===== config.mk =====
export PLATFORM = sky130hd
export DESIGN_NAME = pfcps_top
export DESIGN_NICKNAME = d
export VERILOG_FILES = /design/src/verilog/pfcps_pkg.sv /design/src/verilog/pfcps_top.sv
export VERILOG_INCLUDE_DIRS = /design/src /design/src/verilog
export SDC_FILE = /design/constraint.sdc
export NUM_CORES = 1
export LEC_CHECK = 0
export ABC_AREA = 1
export BUFFER_PORTS_ARGS = -buffer_cell sky130_fd_sc_hd__buf_4
export CORE_ASPECT_RATIO = 1.1
export CORE_MARGIN = 2
export CORE_UTILIZATION = 50
export CTS_BUF_LIST = sky130_fd_sc_hd__clkbuf_16
export CTS_CLUSTER_SIZE = 12
export DETAILED_ROUTE_END_ITERATION = 10
export PLACE_DENSITY = 0.68
export SLEW_MARGIN = 20
export SYNTH_ARGS = -nofsm -noshare
export SYNTH_HDL_FRONTEND = slang
export SYNTH_SLANG_ARGS = --single-unit

===== constraint.sdc =====
create_clock -name i_clk -period 7.4 [get_ports i_clk]
set_clock_uncertainty 0.1 [all_clocks]
set_input_delay 0.74 -clock i_clk [delete_from_list [all_inputs] [get_ports i_clk]]
set_output_delay 0.74 -clock i_clk [all_outputs]
set_load 0.05 [all_outputs]

===== src/verilog/pfcps_params.svh =====
// constants for the protection sequencer
`ifndef PFCPS_PARAMS_SVH
`define PFCPS_PARAMS_SVH
`define PFCPS_CLK_HZ 50000000
`define PFCPS_SETTLE_NORM_US 350
`define PFCPS_SETTLE_LP_US 450
`define PFCPS_NOAC_PERIOD_MS 100
`define PFCPS_CNT_RST_S 65
`define PFCPS_RPULSE_US 200
`define PFCPS_RPULSE_MV 2000
`define PFCPS_WIN_LO_MV 1100
`define PFCPS_WIN_HI_MV 2400
`define PFCPS_RESTART_MIN_MS 500
`define PFCPS_RESTART_MAX_MS 10000
`define PFCPS_ADDR_CTRL 12'h000
`define PFCPS_ADDR_CFG 12'h004
`define PFCPS_ADDR_LIMITS 12'h008
`define PFCPS_ADDR_STATUS 12'h00c
`define PFCPS_ADDR_PROT 12'h010
`define PFCPS_ADDR_NTC 12'h014
`define PFCPS_ADDR_TIMES 12'h018
`define PFCPS_ISRC_RST 8'h10
`define PFCPS_OVP_LVL_RST 8'h80
`define PFCPS_GMAX_RST 16'h0100
`endif


===== src/verilog/pfcps_pkg.sv =====
// types for the protection sequencer
package pfcps_pkg;
  typedef enum logic [1:0] {
    PFCPS_RESP_STOP, PFCPS_RESP_RESTART, PFCPS_RESP_LATCH, PFCPS_RESP_LATCH_AFTER
  } pfcps_resp_t;
  typedef struct packed {
    logic boost_start;
    logic boost_open;
    logic boost_ovp;
    logic boost_below_reg;
    logic cur_ocp;
    logic src_ocp;
    logic line_ovp;
    logic line_below_bo;
    logic line_above_bi;
    logic line_peak;
    logic ac_present;
    logic sense_dev;
    logic cur_above_min;
    logic phase_dev;
    logic low_power;
  } pfcps_flags_t;
  typedef struct packed {
    logic divider_on;
    logic isrc_on;
    logic [7:0] isrc_code;
    logic adc_start;
    logic rpulse_on;
    logic [11:0] rpulse_mv;
  } pfcps_afe_t;
endpackage


===== src/verilog/pfcps_top.sv =====
// protection sequencer: thermistor search, fault detectors, response logic, apb registers
// What this block does
// RQ1: detach divider, source current, settle, convert
// RQ2: step thermistor current toward voltage window
// RQ3: overtemperature only after persistent configured delay
// RQ4: measure at mains peak, else periodically
// RQ5: longer settling time in low-power mode
// RQ6: no switching before start level, open, short
// RQ7: fast disable: stop or protect by configuration
// RQ8: output overvoltage inhibits until below regulation
// RQ9: winding current sum overvoltage for n cycles
// RQ10: overcurrent ends cycle, blocks inrush turn-on
// RQ11: filter overcurrent against turn-on spikes
// RQ12: sense resistor short on deviation, current, cycles
// RQ13: continuous cycle overcurrent counts to coil short
// RQ14: continuous source overcurrent counts to diode short
// RQ15: phase deviation above threshold trips protection
// RQ16: mains overvoltage may suspend operation
// RQ17: latched stays stopped until fast reset
// RQ18: safe restart after one shared delay
// RQ19: retry counter latches, clears after quiet interval
// RQ20: long brownout clears latched protection
// RQ21: optional fixed reset pulse after brownin
// RQ22: restart delay configurable half to ten seconds
// RQ23: selectable detector cycle limits, each disableable
// RQ24: record tripped protections, readable and clearable
// RQ25: clean cycle resets overcurrent counters
// RQ26: comparator flags sampled on internal clock
`timescale 1ns/1ps
`include "pfcps_params.svh"
module pfcps_top #(
  parameter int RESTART_MS_DEF = 1000,
  parameter int FLR_MS_DEF = 1000,
  parameter longint CNT_RST_CYC = longint'(`PFCPS_CNT_RST_S) * `PFCPS_CLK_HZ,
  parameter int NOAC_CYC = `PFCPS_NOAC_PERIOD_MS * (`PFCPS_CLK_HZ / 1000),
  parameter int MS_CYC = `PFCPS_CLK_HZ / 1000,
  parameter int OCP_FILT = 16
) (
  // clock and reset
  input wire logic i_clk,
  input wire logic i_rst_n,
  // apb slave
  input wire logic i_psel,
  input wire logic i_penable,
  input wire logic i_pwrite,
  input wire logic [11:0] i_paddr,
  input wire logic [31:0] i_pwdata,
  output logic [31:0] o_prdata,
  output logic o_pready,
  output logic o_pslverr,
  // analog front end
  input wire pfcps_pkg::pfcps_flags_t i_flags,
  input wire logic i_adc_done,
  input wire logic [11:0] i_adc_mv,
  input wire logic i_cycle_end,
  input wire logic [9:0] i_wind_pri,
  input wire logic [9:0] i_wind_sec,
  output pfcps_pkg::pfcps_afe_t o_afe,
  // power stage
  output logic o_switch_en,
  output logic o_cycle_kill,
  output logic o_ext_otp
);
  import pfcps_pkg::*;

  localparam int SETTLE_N = (`PFCPS_SETTLE_NORM_US * (`PFCPS_CLK_HZ / 1000000));
  localparam int SETTLE_L = (`PFCPS_SETTLE_LP_US * (`PFCPS_CLK_HZ / 1000000));
  localparam int RPULSE_CYC = (`PFCPS_RPULSE_US * (`PFCPS_CLK_HZ / 1000000));

  // quiet interval counter is 32 bits wide
  if (OCP_FILT < 2 || OCP_FILT > 255 || MS_CYC < 1 || NOAC_CYC < 1 || CNT_RST_CYC < 1 ||
      CNT_RST_CYC > 64'h0000_0000_ffff_ffff) begin : g_bad_param
    $error("pfcps_top: bad parameter");
  end

  // sampled comparator flags
  pfcps_flags_t fl_q;
  always_ff @(posedge i_clk) begin
    if (!i_rst_n) fl_q <= '0;
    else fl_q <= i_flags; // see RQ26
  end

  // registers
  logic [31:0] ctrl_q, cfg_q, lim_q, times_q;
  logic [10:0] prot_q;
  logic [10:0] trip;
  logic [7:0] isrc_q;
  logic [11:0] ntc_mv_q;
  logic wr, rd_ok;
  logic prot_idle, run_q;
  logic [15:0] rp_cnt_q;
  assign wr = i_psel && i_penable && i_pwrite;
  assign o_pready = 1'b1;
  // ctrl: [0] enable [1] reset pulse option [2] lp settle force
  // cfg: [1:0] fast disable resp, [3:2] fault resp, [7:4] retry count, [15:8] winding ovp level
  // lim: [1:0] coil lim sel [2] coil en [4:3] diode lim sel [5] diode en, [15:8] aux cycles,
  //      [23:16] sense short cycles, [31:24] otp delay ms
  // times: [15:0] restart ms, [31:16] flr ms; gmax in ntc high half of ctrl
  always_ff @(posedge i_clk) begin
    if (!i_rst_n) begin
      ctrl_q <= {`PFCPS_GMAX_RST, 16'h0001};
      cfg_q <= {16'h0000, `PFCPS_OVP_LVL_RST, 8'h3d};
      lim_q <= 32'h0a08_2424;
      times_q <= {FLR_MS_DEF[15:0], RESTART_MS_DEF[15:0]};
    end else if (wr) begin
      case (i_paddr)
        `PFCPS_ADDR_CTRL: ctrl_q <= i_pwdata;
        `PFCPS_ADDR_CFG: cfg_q <= i_pwdata;
        `PFCPS_ADDR_LIMITS: lim_q <= i_pwdata;
        `PFCPS_ADDR_TIMES: begin
          // clamp the shared restart delay into its range
          if (i_pwdata[15:0] < 16'(`PFCPS_RESTART_MIN_MS)) times_q <= {i_pwdata[31:16], 16'(`PFCPS_RESTART_MIN_MS)}; // see RQ22
          else if (i_pwdata[15:0] > 16'(`PFCPS_RESTART_MAX_MS)) times_q <= {i_pwdata[31:16], 16'(`PFCPS_RESTART_MAX_MS)}; // see RQ22
          else times_q <= i_pwdata;
        end
        default: ;
      endcase
    end
  end
  always_comb begin
    rd_ok = 1'b1;
    case (i_paddr)
      `PFCPS_ADDR_CTRL: o_prdata = ctrl_q;
      `PFCPS_ADDR_CFG: o_prdata = cfg_q;
      `PFCPS_ADDR_LIMITS: o_prdata = lim_q;
      `PFCPS_ADDR_PROT: o_prdata = {21'h0, prot_q};
      `PFCPS_ADDR_NTC: o_prdata = {12'h0, isrc_q, ntc_mv_q};
      `PFCPS_ADDR_TIMES: o_prdata = times_q;
      `PFCPS_ADDR_STATUS: o_prdata = 32'h0;
      default: begin
        o_prdata = 32'h0;
        rd_ok = 1'b0;
      end
    endcase
  end
  assign o_pslverr = i_psel && i_penable && !rd_ok;

  function automatic logic [13:0] lim_cycles(input logic [1:0] sel);
    case (sel)
      2'd0: lim_cycles = 14'd500;
      2'd1: lim_cycles = 14'd2500;
      2'd2: lim_cycles = 14'd5000;
      default: lim_cycles = 14'd12500;
    endcase
  endfunction

  // millisecond tick
  logic [31:0] ms_cnt_q;
  logic ms_tick;
  assign ms_tick = (ms_cnt_q == 32'(MS_CYC - 1));
  always_ff @(posedge i_clk) begin
    if (!i_rst_n || ms_tick) ms_cnt_q <= '0;
    else ms_cnt_q <= ms_cnt_q + 32'd1;
  end

  // thermistor measurement sequencer
  typedef enum logic [1:0] {NT_IDLE, NT_SETTLE, NT_CONV} pfcps_nt_t;
  pfcps_nt_t nt_q;
  logic [31:0] nt_cnt_q, per_q;
  logic nt_req, otp_now;
  assign nt_req = fl_q.ac_present ? fl_q.line_peak : (per_q == 32'(NOAC_CYC - 1)); // see RQ4
  always_ff @(posedge i_clk) begin
    if (!i_rst_n || fl_q.ac_present || per_q == 32'(NOAC_CYC - 1)) per_q <= '0;
    else per_q <= per_q + 32'd1;
  end
  always_ff @(posedge i_clk) begin
    if (!i_rst_n) begin
      nt_q <= NT_IDLE;
      nt_cnt_q <= '0;
    end else begin
      case (nt_q)
        NT_IDLE: if (nt_req) begin
          nt_q <= NT_SETTLE; // see RQ1
          nt_cnt_q <= (fl_q.low_power || ctrl_q[2]) ? 32'(SETTLE_L) : 32'(SETTLE_N); // see RQ5
        end
        NT_SETTLE: begin
          if (nt_cnt_q <= 32'd1) nt_q <= NT_CONV;
          nt_cnt_q <= nt_cnt_q - 32'd1;
        end
        NT_CONV: if (i_adc_done) nt_q <= NT_IDLE;
        default: nt_q <= NT_IDLE;
      endcase
    end
  end
  always_ff @(posedge i_clk) begin
    if (!i_rst_n) begin
      o_afe <= '{divider_on: 1'b1, isrc_on: 1'b0, isrc_code: `PFCPS_ISRC_RST, adc_start: 1'b0,
                 rpulse_on: 1'b0, rpulse_mv: 12'h0};
    end else begin
      o_afe.divider_on <= (nt_q == NT_IDLE) && !nt_req; // see RQ1
      o_afe.isrc_on <= (nt_q != NT_IDLE); // see RQ1
      o_afe.isrc_code <= isrc_q;
      o_afe.adc_start <= (nt_q == NT_SETTLE) && (nt_cnt_q <= 32'd1); // see RQ1
      o_afe.rpulse_on <= rp_cnt_q != '0;
      o_afe.rpulse_mv <= (rp_cnt_q != '0) ? 12'(`PFCPS_RPULSE_MV) : 12'h0;
    end
  end
  // current search; conductance ~ current code / voltage
  always_ff @(posedge i_clk) begin
    if (!i_rst_n) begin
      isrc_q <= `PFCPS_ISRC_RST;
      ntc_mv_q <= '0;
    end else if (nt_q == NT_CONV && i_adc_done) begin
      ntc_mv_q <= i_adc_mv;
      if (i_adc_mv < 12'(`PFCPS_WIN_LO_MV) && isrc_q != 8'hff) isrc_q <= isrc_q + 8'd1; // see RQ2
      else if (i_adc_mv > 12'(`PFCPS_WIN_HI_MV) && isrc_q != 8'h00) isrc_q <= isrc_q - 8'd1; // see RQ2
    end
  end
  // otp only judged on an in-window reading: i*k > gmax*v
  assign otp_now = (ntc_mv_q >= 12'(`PFCPS_WIN_LO_MV)) && (ntc_mv_q <= 12'(`PFCPS_WIN_HI_MV)) &&
                   ({8'h00, isrc_q, 12'h000} > ((28'(ctrl_q[31:16]) * 28'(ntc_mv_q)) >> 4)); // see RQ3
  logic [7:0] otp_ms_q;
  always_ff @(posedge i_clk) begin
    if (!i_rst_n || !otp_now) otp_ms_q <= '0;
    else if (ms_tick && otp_ms_q != 8'hff) otp_ms_q <= otp_ms_q + 8'd1;
  end
  always_ff @(posedge i_clk) begin
    if (!i_rst_n) o_ext_otp <= 1'b0;
    else o_ext_otp <= otp_now && (otp_ms_q >= lim_q[31:24]); // see RQ3
  end

  // cycle overcurrent filter against turn-on ringing
  logic [7:0] ocp_f_q;
  logic ocp_filt;
  always_ff @(posedge i_clk) begin
    if (!i_rst_n || !fl_q.cur_ocp) ocp_f_q <= '0;
    else if (ocp_f_q != 8'(OCP_FILT)) ocp_f_q <= ocp_f_q + 8'd1; // see RQ11
  end
  assign ocp_filt = (ocp_f_q == 8'(OCP_FILT));
  logic ocp_seen_q, src_seen_q;
  always_ff @(posedge i_clk) begin
    if (!i_rst_n) begin
      ocp_seen_q <= 1'b0;
      src_seen_q <= 1'b0;
      o_cycle_kill <= 1'b0;
    end else begin
      // kill held until a cycle boundary with the flag gone, also during inrush
      if (ocp_filt) o_cycle_kill <= 1'b1; // see RQ10
      else if (i_cycle_end) o_cycle_kill <= 1'b0; // see RQ10
      ocp_seen_q <= i_cycle_end ? ocp_filt : (ocp_seen_q || ocp_filt);
      src_seen_q <= i_cycle_end ? fl_q.src_ocp : (src_seen_q || fl_q.src_ocp);
    end
  end

  // per-cycle fault counters
  logic [13:0] coil_q, diode_q;
  logic [7:0] aux_q, ssc_q;
  logic [10:0] wsum;
  // carry kept, a wrapped sum would hide an overvoltage
  assign wsum = 11'(i_wind_pri) + 11'(i_wind_sec); // see RQ9
  always_ff @(posedge i_clk) begin
    if (!i_rst_n || !prot_idle) begin
      coil_q <= '0;
      diode_q <= '0;
      aux_q <= '0;
      ssc_q <= '0;
    end else if (i_cycle_end) begin
      coil_q <= (ocp_seen_q || ocp_filt) ? coil_q + 14'd1 : 14'd0; // see RQ13 RQ25
      diode_q <= (src_seen_q || fl_q.src_ocp) ? diode_q + 14'd1 : 14'd0; // see RQ14 RQ25
      aux_q <= (wsum > {3'b000, cfg_q[15:8]}) ? aux_q + 8'd1 : 8'd0; // see RQ9
      ssc_q <= (fl_q.sense_dev && fl_q.cur_above_min) ? ssc_q + 8'd1 : 8'd0; // see RQ12
    end
  end
  // trip order: 0 fastdis 1 aux 2 sense 3 coil 4 diode 5 phase 6 line ovp 7 otp
  assign trip[0] = !fl_q.boost_start && cfg_q[1:0] != PFCPS_RESP_STOP && run_q; // see RQ7
  assign trip[1] = aux_q >= lim_q[15:8] && lim_q[15:8] != 8'h0; // see RQ9
  assign trip[2] = ssc_q >= lim_q[23:16] && lim_q[23:16] != 8'h0; // see RQ12
  assign trip[3] = lim_q[2] && coil_q >= lim_cycles(lim_q[1:0]); // see RQ13 RQ23
  assign trip[4] = lim_q[5] && diode_q >= lim_cycles(lim_q[4:3]); // see RQ14 RQ23
  assign trip[5] = fl_q.phase_dev; // see RQ15
  assign trip[6] = fl_q.line_ovp; // see RQ16
  assign trip[7] = o_ext_otp;
  assign trip[10:8] = 3'b000;

  // response machine
  typedef enum logic [1:0] {PR_RUN, PR_WAIT, PR_LATCH} pfcps_pr_t;
  pfcps_pr_t pr_q;
  logic any_trip, ovp_inh_q;
  logic [15:0] pr_ms_q, bo_ms_q;
  logic [3:0] retry_q;
  logic [31:0] quiet_q;
  logic [1:0] resp;
  assign prot_idle = (pr_q == PR_RUN);
  assign any_trip = |trip;
  assign resp = trip[0] ? cfg_q[1:0] : cfg_q[3:2];
  always_ff @(posedge i_clk) begin
    if (!i_rst_n) begin
      pr_q <= PR_RUN;
      pr_ms_q <= '0;
      retry_q <= '0;
    end else begin
      case (pr_q)
        PR_RUN: if (any_trip && ctrl_q[0]) begin
          pr_ms_q <= '0;
          if (resp == PFCPS_RESP_LATCH) pr_q <= PR_LATCH; // see RQ17
          else if (resp == PFCPS_RESP_LATCH_AFTER && retry_q + 4'd1 >= cfg_q[7:4]) pr_q <= PR_LATCH; // see RQ19
          else pr_q <= PR_WAIT; // see RQ18
          if (resp == PFCPS_RESP_LATCH_AFTER) retry_q <= retry_q + 4'd1; // see RQ19
        end else if (quiet_q == 32'(CNT_RST_CYC - 1)) retry_q <= '0; // see RQ19
        PR_WAIT: begin
          if (ms_tick) pr_ms_q <= pr_ms_q + 16'd1;
          if (pr_ms_q >= times_q[15:0]) pr_q <= PR_RUN; // see RQ18
        end
        PR_LATCH: if (bo_ms_q >= times_q[31:16] && fl_q.line_below_bo) pr_q <= PR_RUN; // see RQ17 RQ20
        default: pr_q <= PR_RUN;
      endcase
    end
  end
  always_ff @(posedge i_clk) begin
    if (!i_rst_n || !prot_idle || any_trip || quiet_q == 32'(CNT_RST_CYC - 1)) quiet_q <= '0;
    else quiet_q <= quiet_q + 32'd1;
  end
  always_ff @(posedge i_clk) begin
    if (!i_rst_n || !fl_q.line_below_bo) bo_ms_q <= '0;
    else if (ms_tick && bo_ms_q != 16'hffff) bo_ms_q <= bo_ms_q + 16'd1; // see RQ20
  end
  // protection record: set wins over software clear (write one to clear)
  always_ff @(posedge i_clk) begin
    if (!i_rst_n) prot_q <= '0;
    else prot_q <= (wr && i_paddr == `PFCPS_ADDR_PROT ? prot_q & ~i_pwdata[10:0] : prot_q)
                   | (prot_idle && ctrl_q[0] ? trip : 11'h0); // see RQ24
  end

  // switching gate
  always_ff @(posedge i_clk) begin
    if (!i_rst_n) ovp_inh_q <= 1'b0;
    else if (fl_q.boost_ovp) ovp_inh_q <= 1'b1; // see RQ8
    else if (fl_q.boost_below_reg) ovp_inh_q <= 1'b0; // see RQ8
  end
  always_ff @(posedge i_clk) begin
    if (!i_rst_n) run_q <= 1'b0;
    else run_q <= fl_q.boost_start && !fl_q.boost_open; // see RQ6 RQ7
  end
  always_ff @(posedge i_clk) begin
    if (!i_rst_n) o_switch_en <= 1'b0;
    else o_switch_en <= ctrl_q[0] && prot_idle && run_q && !ovp_inh_q && !any_trip; // see RQ6 RQ8
  end

  // downstream reset pulse after a fast latch reset brownout then brownin
  logic flr_arm_q;
  always_ff @(posedge i_clk) begin
    if (!i_rst_n) begin
      flr_arm_q <= 1'b0;
      rp_cnt_q <= '0;
    end else begin
      if (ctrl_q[1] && fl_q.line_below_bo && bo_ms_q >= times_q[31:16]) flr_arm_q <= 1'b1; // see RQ21
      else if (flr_arm_q && fl_q.line_above_bi) begin
        flr_arm_q <= 1'b0;
        rp_cnt_q <= 16'(RPULSE_CYC); // see RQ21
      end
      if (rp_cnt_q != '0 && !(flr_arm_q && fl_q.line_above_bi)) rp_cnt_q <= rp_cnt_q - 16'd1;
    end
  end
endmodule // pfcps_top

==> summary.txt <==
Synthesis
  • Yosys reg bits: 438
  • Post-synthesis cell type count: 55
  • FFs w/ async S/R, synth: 0%
  • Primary FF master, synth: dfxtp_1
  • Syn_area_per_cell: 7.04 um2
  • Post-synth EDFFs: 0
  • Post-Syn Area: approximately 0.03 mm2
  • Post-synthesis sequential area ratio: 28.9%
  • Syn. warnings: 0
  • Cells after Synth: roughly 4300

STA
  • Min Clock Period, post-route: between 6 and 7 ns
  • Fmax: roughly 150 MHz
  • RSZ-0062 raised after global routing: no
  • Hold Fails Final Rpt: 0
  • Worst-Margin Slew: 1.07 ns
  • Setup_tns: 0 ns
  • Slew margin rel.: between 20 and 30%
  • Final setup fails: 0
  • Count of pins over their slew limit: 0
  • Final worst-path cycle share: 91.6%

Layout
  • Non-filler instance count after layout: 5202
  • Layout net count: 4842
  • Commonest non-fill, non-tap cell in the layout: nand2_1
  • Leading cell types in the layout, fill and taps excluded: 821 x nand2_1, 790 x inv_1, 434 x dfxtp_1
  • P&R area growth vs syn: 10.6%
  • Share of layout cells above drive strength 1: a little over 7%
  • Final Util: 56.1%

Clocking
  • # clock sinks: approximately 440
  • Postcts setup bufs: 0
  • Root buf cell: clkbuf_16
  • CTS resizes: 0
  • Hold_buf cts: 0
  • TritonCTS Buffers: 50
  • Register clock-pin slew on the reported worst setup and hold paths: 0.06 ns
  • Clk_lat worst skew: 0.61 ns
  • Max clock buf depth: 3
  • CTS tree: done
  • CTS H-tree depth: 2

Routing
  • Vias per cell: around 5.4
  • Final ANT Viol Nets: 0
  • Via count: 28100
  • DRC violations left: 0
  • Detailed Routing Iterations Pass 1: 5
  • Initial drt markers: ~2300
  • Overall routed net length: between 80000 and 90000 um
  • Wire per inst: about 17 um

Min path
  • Worst min path class: input pin to register

Critical path
  • Crit path max-delay family: adder cells
  • Startpoint Class: register
  • WS Path Type: register to register
  • Worst-path fanout max: 14
  • Slowest CP cell: dfxtp_1
  • CP arrival: just over 7 ns
  • WP buf/inv: 4
  • Worst path max stage delay: 0.76 ns
  • Crit end category: register
  • WP data required: 7.83 ns

Pwr
  • Power Density: 199 mW/mm2
  • Peak VDD IR: 0.221 mV
  • LEAKAGE: between 15 and 20 nW

Floorplanning
  • Core Region: 0.0599 mm2
  • Starting Density: approximately 51%
  • Die Y: between 200 and 300 um
  • I/O pins: ~160
  • Die Wd: between 200 and 250 um
  • Die ar.: about 0.063 mm2
  • Row cnt: 94

GRT
  • Total GRT Usage: between 20 and 30%
  • Largest net degree at the start of global routing: 96
  • Vias in the first global route: 26700
  • Initial antenna violation count: 2
  • GRT overflow: 0
  • Global-route wire length before repair: 142000 um

Run status
  • Status: finished clean

Placement
  • Port buffer count: 151
  • DP HPWL: 67500 um
  • Gpl congestion: 0.959
  • Placed instance count: 5117

Job
  • Max Cap Viol: 0
[worst min-delay path, stage by stage]
cell and delay (ns):
buf_4 0.08, nand2_1 0.04, inv_1 0.04
[flip-flops by register name, summed over array words and instances (netlist names), 32 cells and up]
signal / flops
nt_cnt_q: 32
lim_q: 32
ctrl_q: 32
ms_cnt_q: 32
times_q: 32
cfg_q: 32
per_q: 32
quiet_q: 32
[kinds of logic after synthesis]
logic type / synth area share [%]
other cells: 0.0248
xor+xnor: 2.95
compound gates: 13.0
buf+inv: 11.9
simple gates: 25.6
flops: 28.9
fa+ha+maj: 17.7
[per-stage QoR]
stage               total power, mW  hold slack, ns  area, um2  worst slack [ns]
floorplan                      3.91           0.275      30400              1.06
global placement               4.33           0.288      32000             0.694
detailed placement             4.35           0.295      32000             0.506
CTS                            6.70           0.196      33500             0.485
global route                   7.03           0.211      33600             0.136
finish                         6.67           0.223      33600             0.621
[layer usage]
layer	part of all wire (%)	routed length [um]	global-route usage, %	vias to the layer above
met4	4.3	3840	11.8	0
li1	-	-	-	14000
met5	0	0	0	-
met2	45	40200	45.5	981
met3	8.1	7150	5.27	177
met1	42	37500	36.8	13000
[power breakdown]
part | leakage (nW) | internal (mW) | total, mW | switching, mW
logic | 11.3 | 0.559 | 1.65 | 1.09
registers | 3.54 | 2.50 | 2.67 | 0.167
clock network | 0.773 | 1.31 | 2.35 | 1.04
[layout make-up]
class	count	area [um2]
antenna	2	5.00
clock buffer	51	1280
clock inverter	32	221
fill	5880	26300
inverter	792	2970
multi-input combinational	2939	18000
sequential	438	8770
tap	768	961
timing repair buffer	180	1350
[Yosys cell counts, types with 12 or more instances]
master | number | area [um2]
nor4_1 | 41 | 257
o211ai_1 | 28 | 210
o21ai_0 | 226 | 1130
fa_1 | 142 | 2840
nor3_1 | 105 | 526
o22ai_1 | 28 | 175
nand4_1 | 87 | 544
buf_2 | 24 | 120
a21oi_1 | 329 | 1650
a221oi_1 | 12 | 105
ha_1 | 201 | 2510
inv_1 | 779 | 2920
dfxtp_1 | 438 | 8770
nand3_1 | 199 | 996
buf_4 | 14 | 105
or2_2 | 12 | 75.1
nand2_1 | 822 | 3090
nor2_2 | 15 | 93.8
nor3b_1 | 22 | 165
clkbuf_1 | 86 | 323
o2111ai_1 | 12 | 105
buf_1 | 19 | 71.3
a211oi_1 | 29 | 218
xnor2_1 | 26 | 228
xor2_1 | 76 | 666
nor2_1 | 424 | 1590
[final timing paths]
kind | start | end | slack (ns) | cells past startpoint
max | ntc_mv_q[8]$_SDFFE_PN0P_ | otp_ms_q[4]$_SDFFE_PP0P_ | 0.62 | 29
min | i_flags[10] | fl_q[10]$_SDFF_PN0_ | 0.22 | 3
max reg2reg | ntc_mv_q[8]$_SDFFE_PN0P_ | otp_ms_q[4]$_SDFFE_PP0P_ | 0.62 | 29
min reg2reg | fl_q[13]$_SDFF_PN0_ | run_q$_SDFF_PN0_ | 0.30 | 1
No activity file was read; power rests on OpenSTA's default activity.
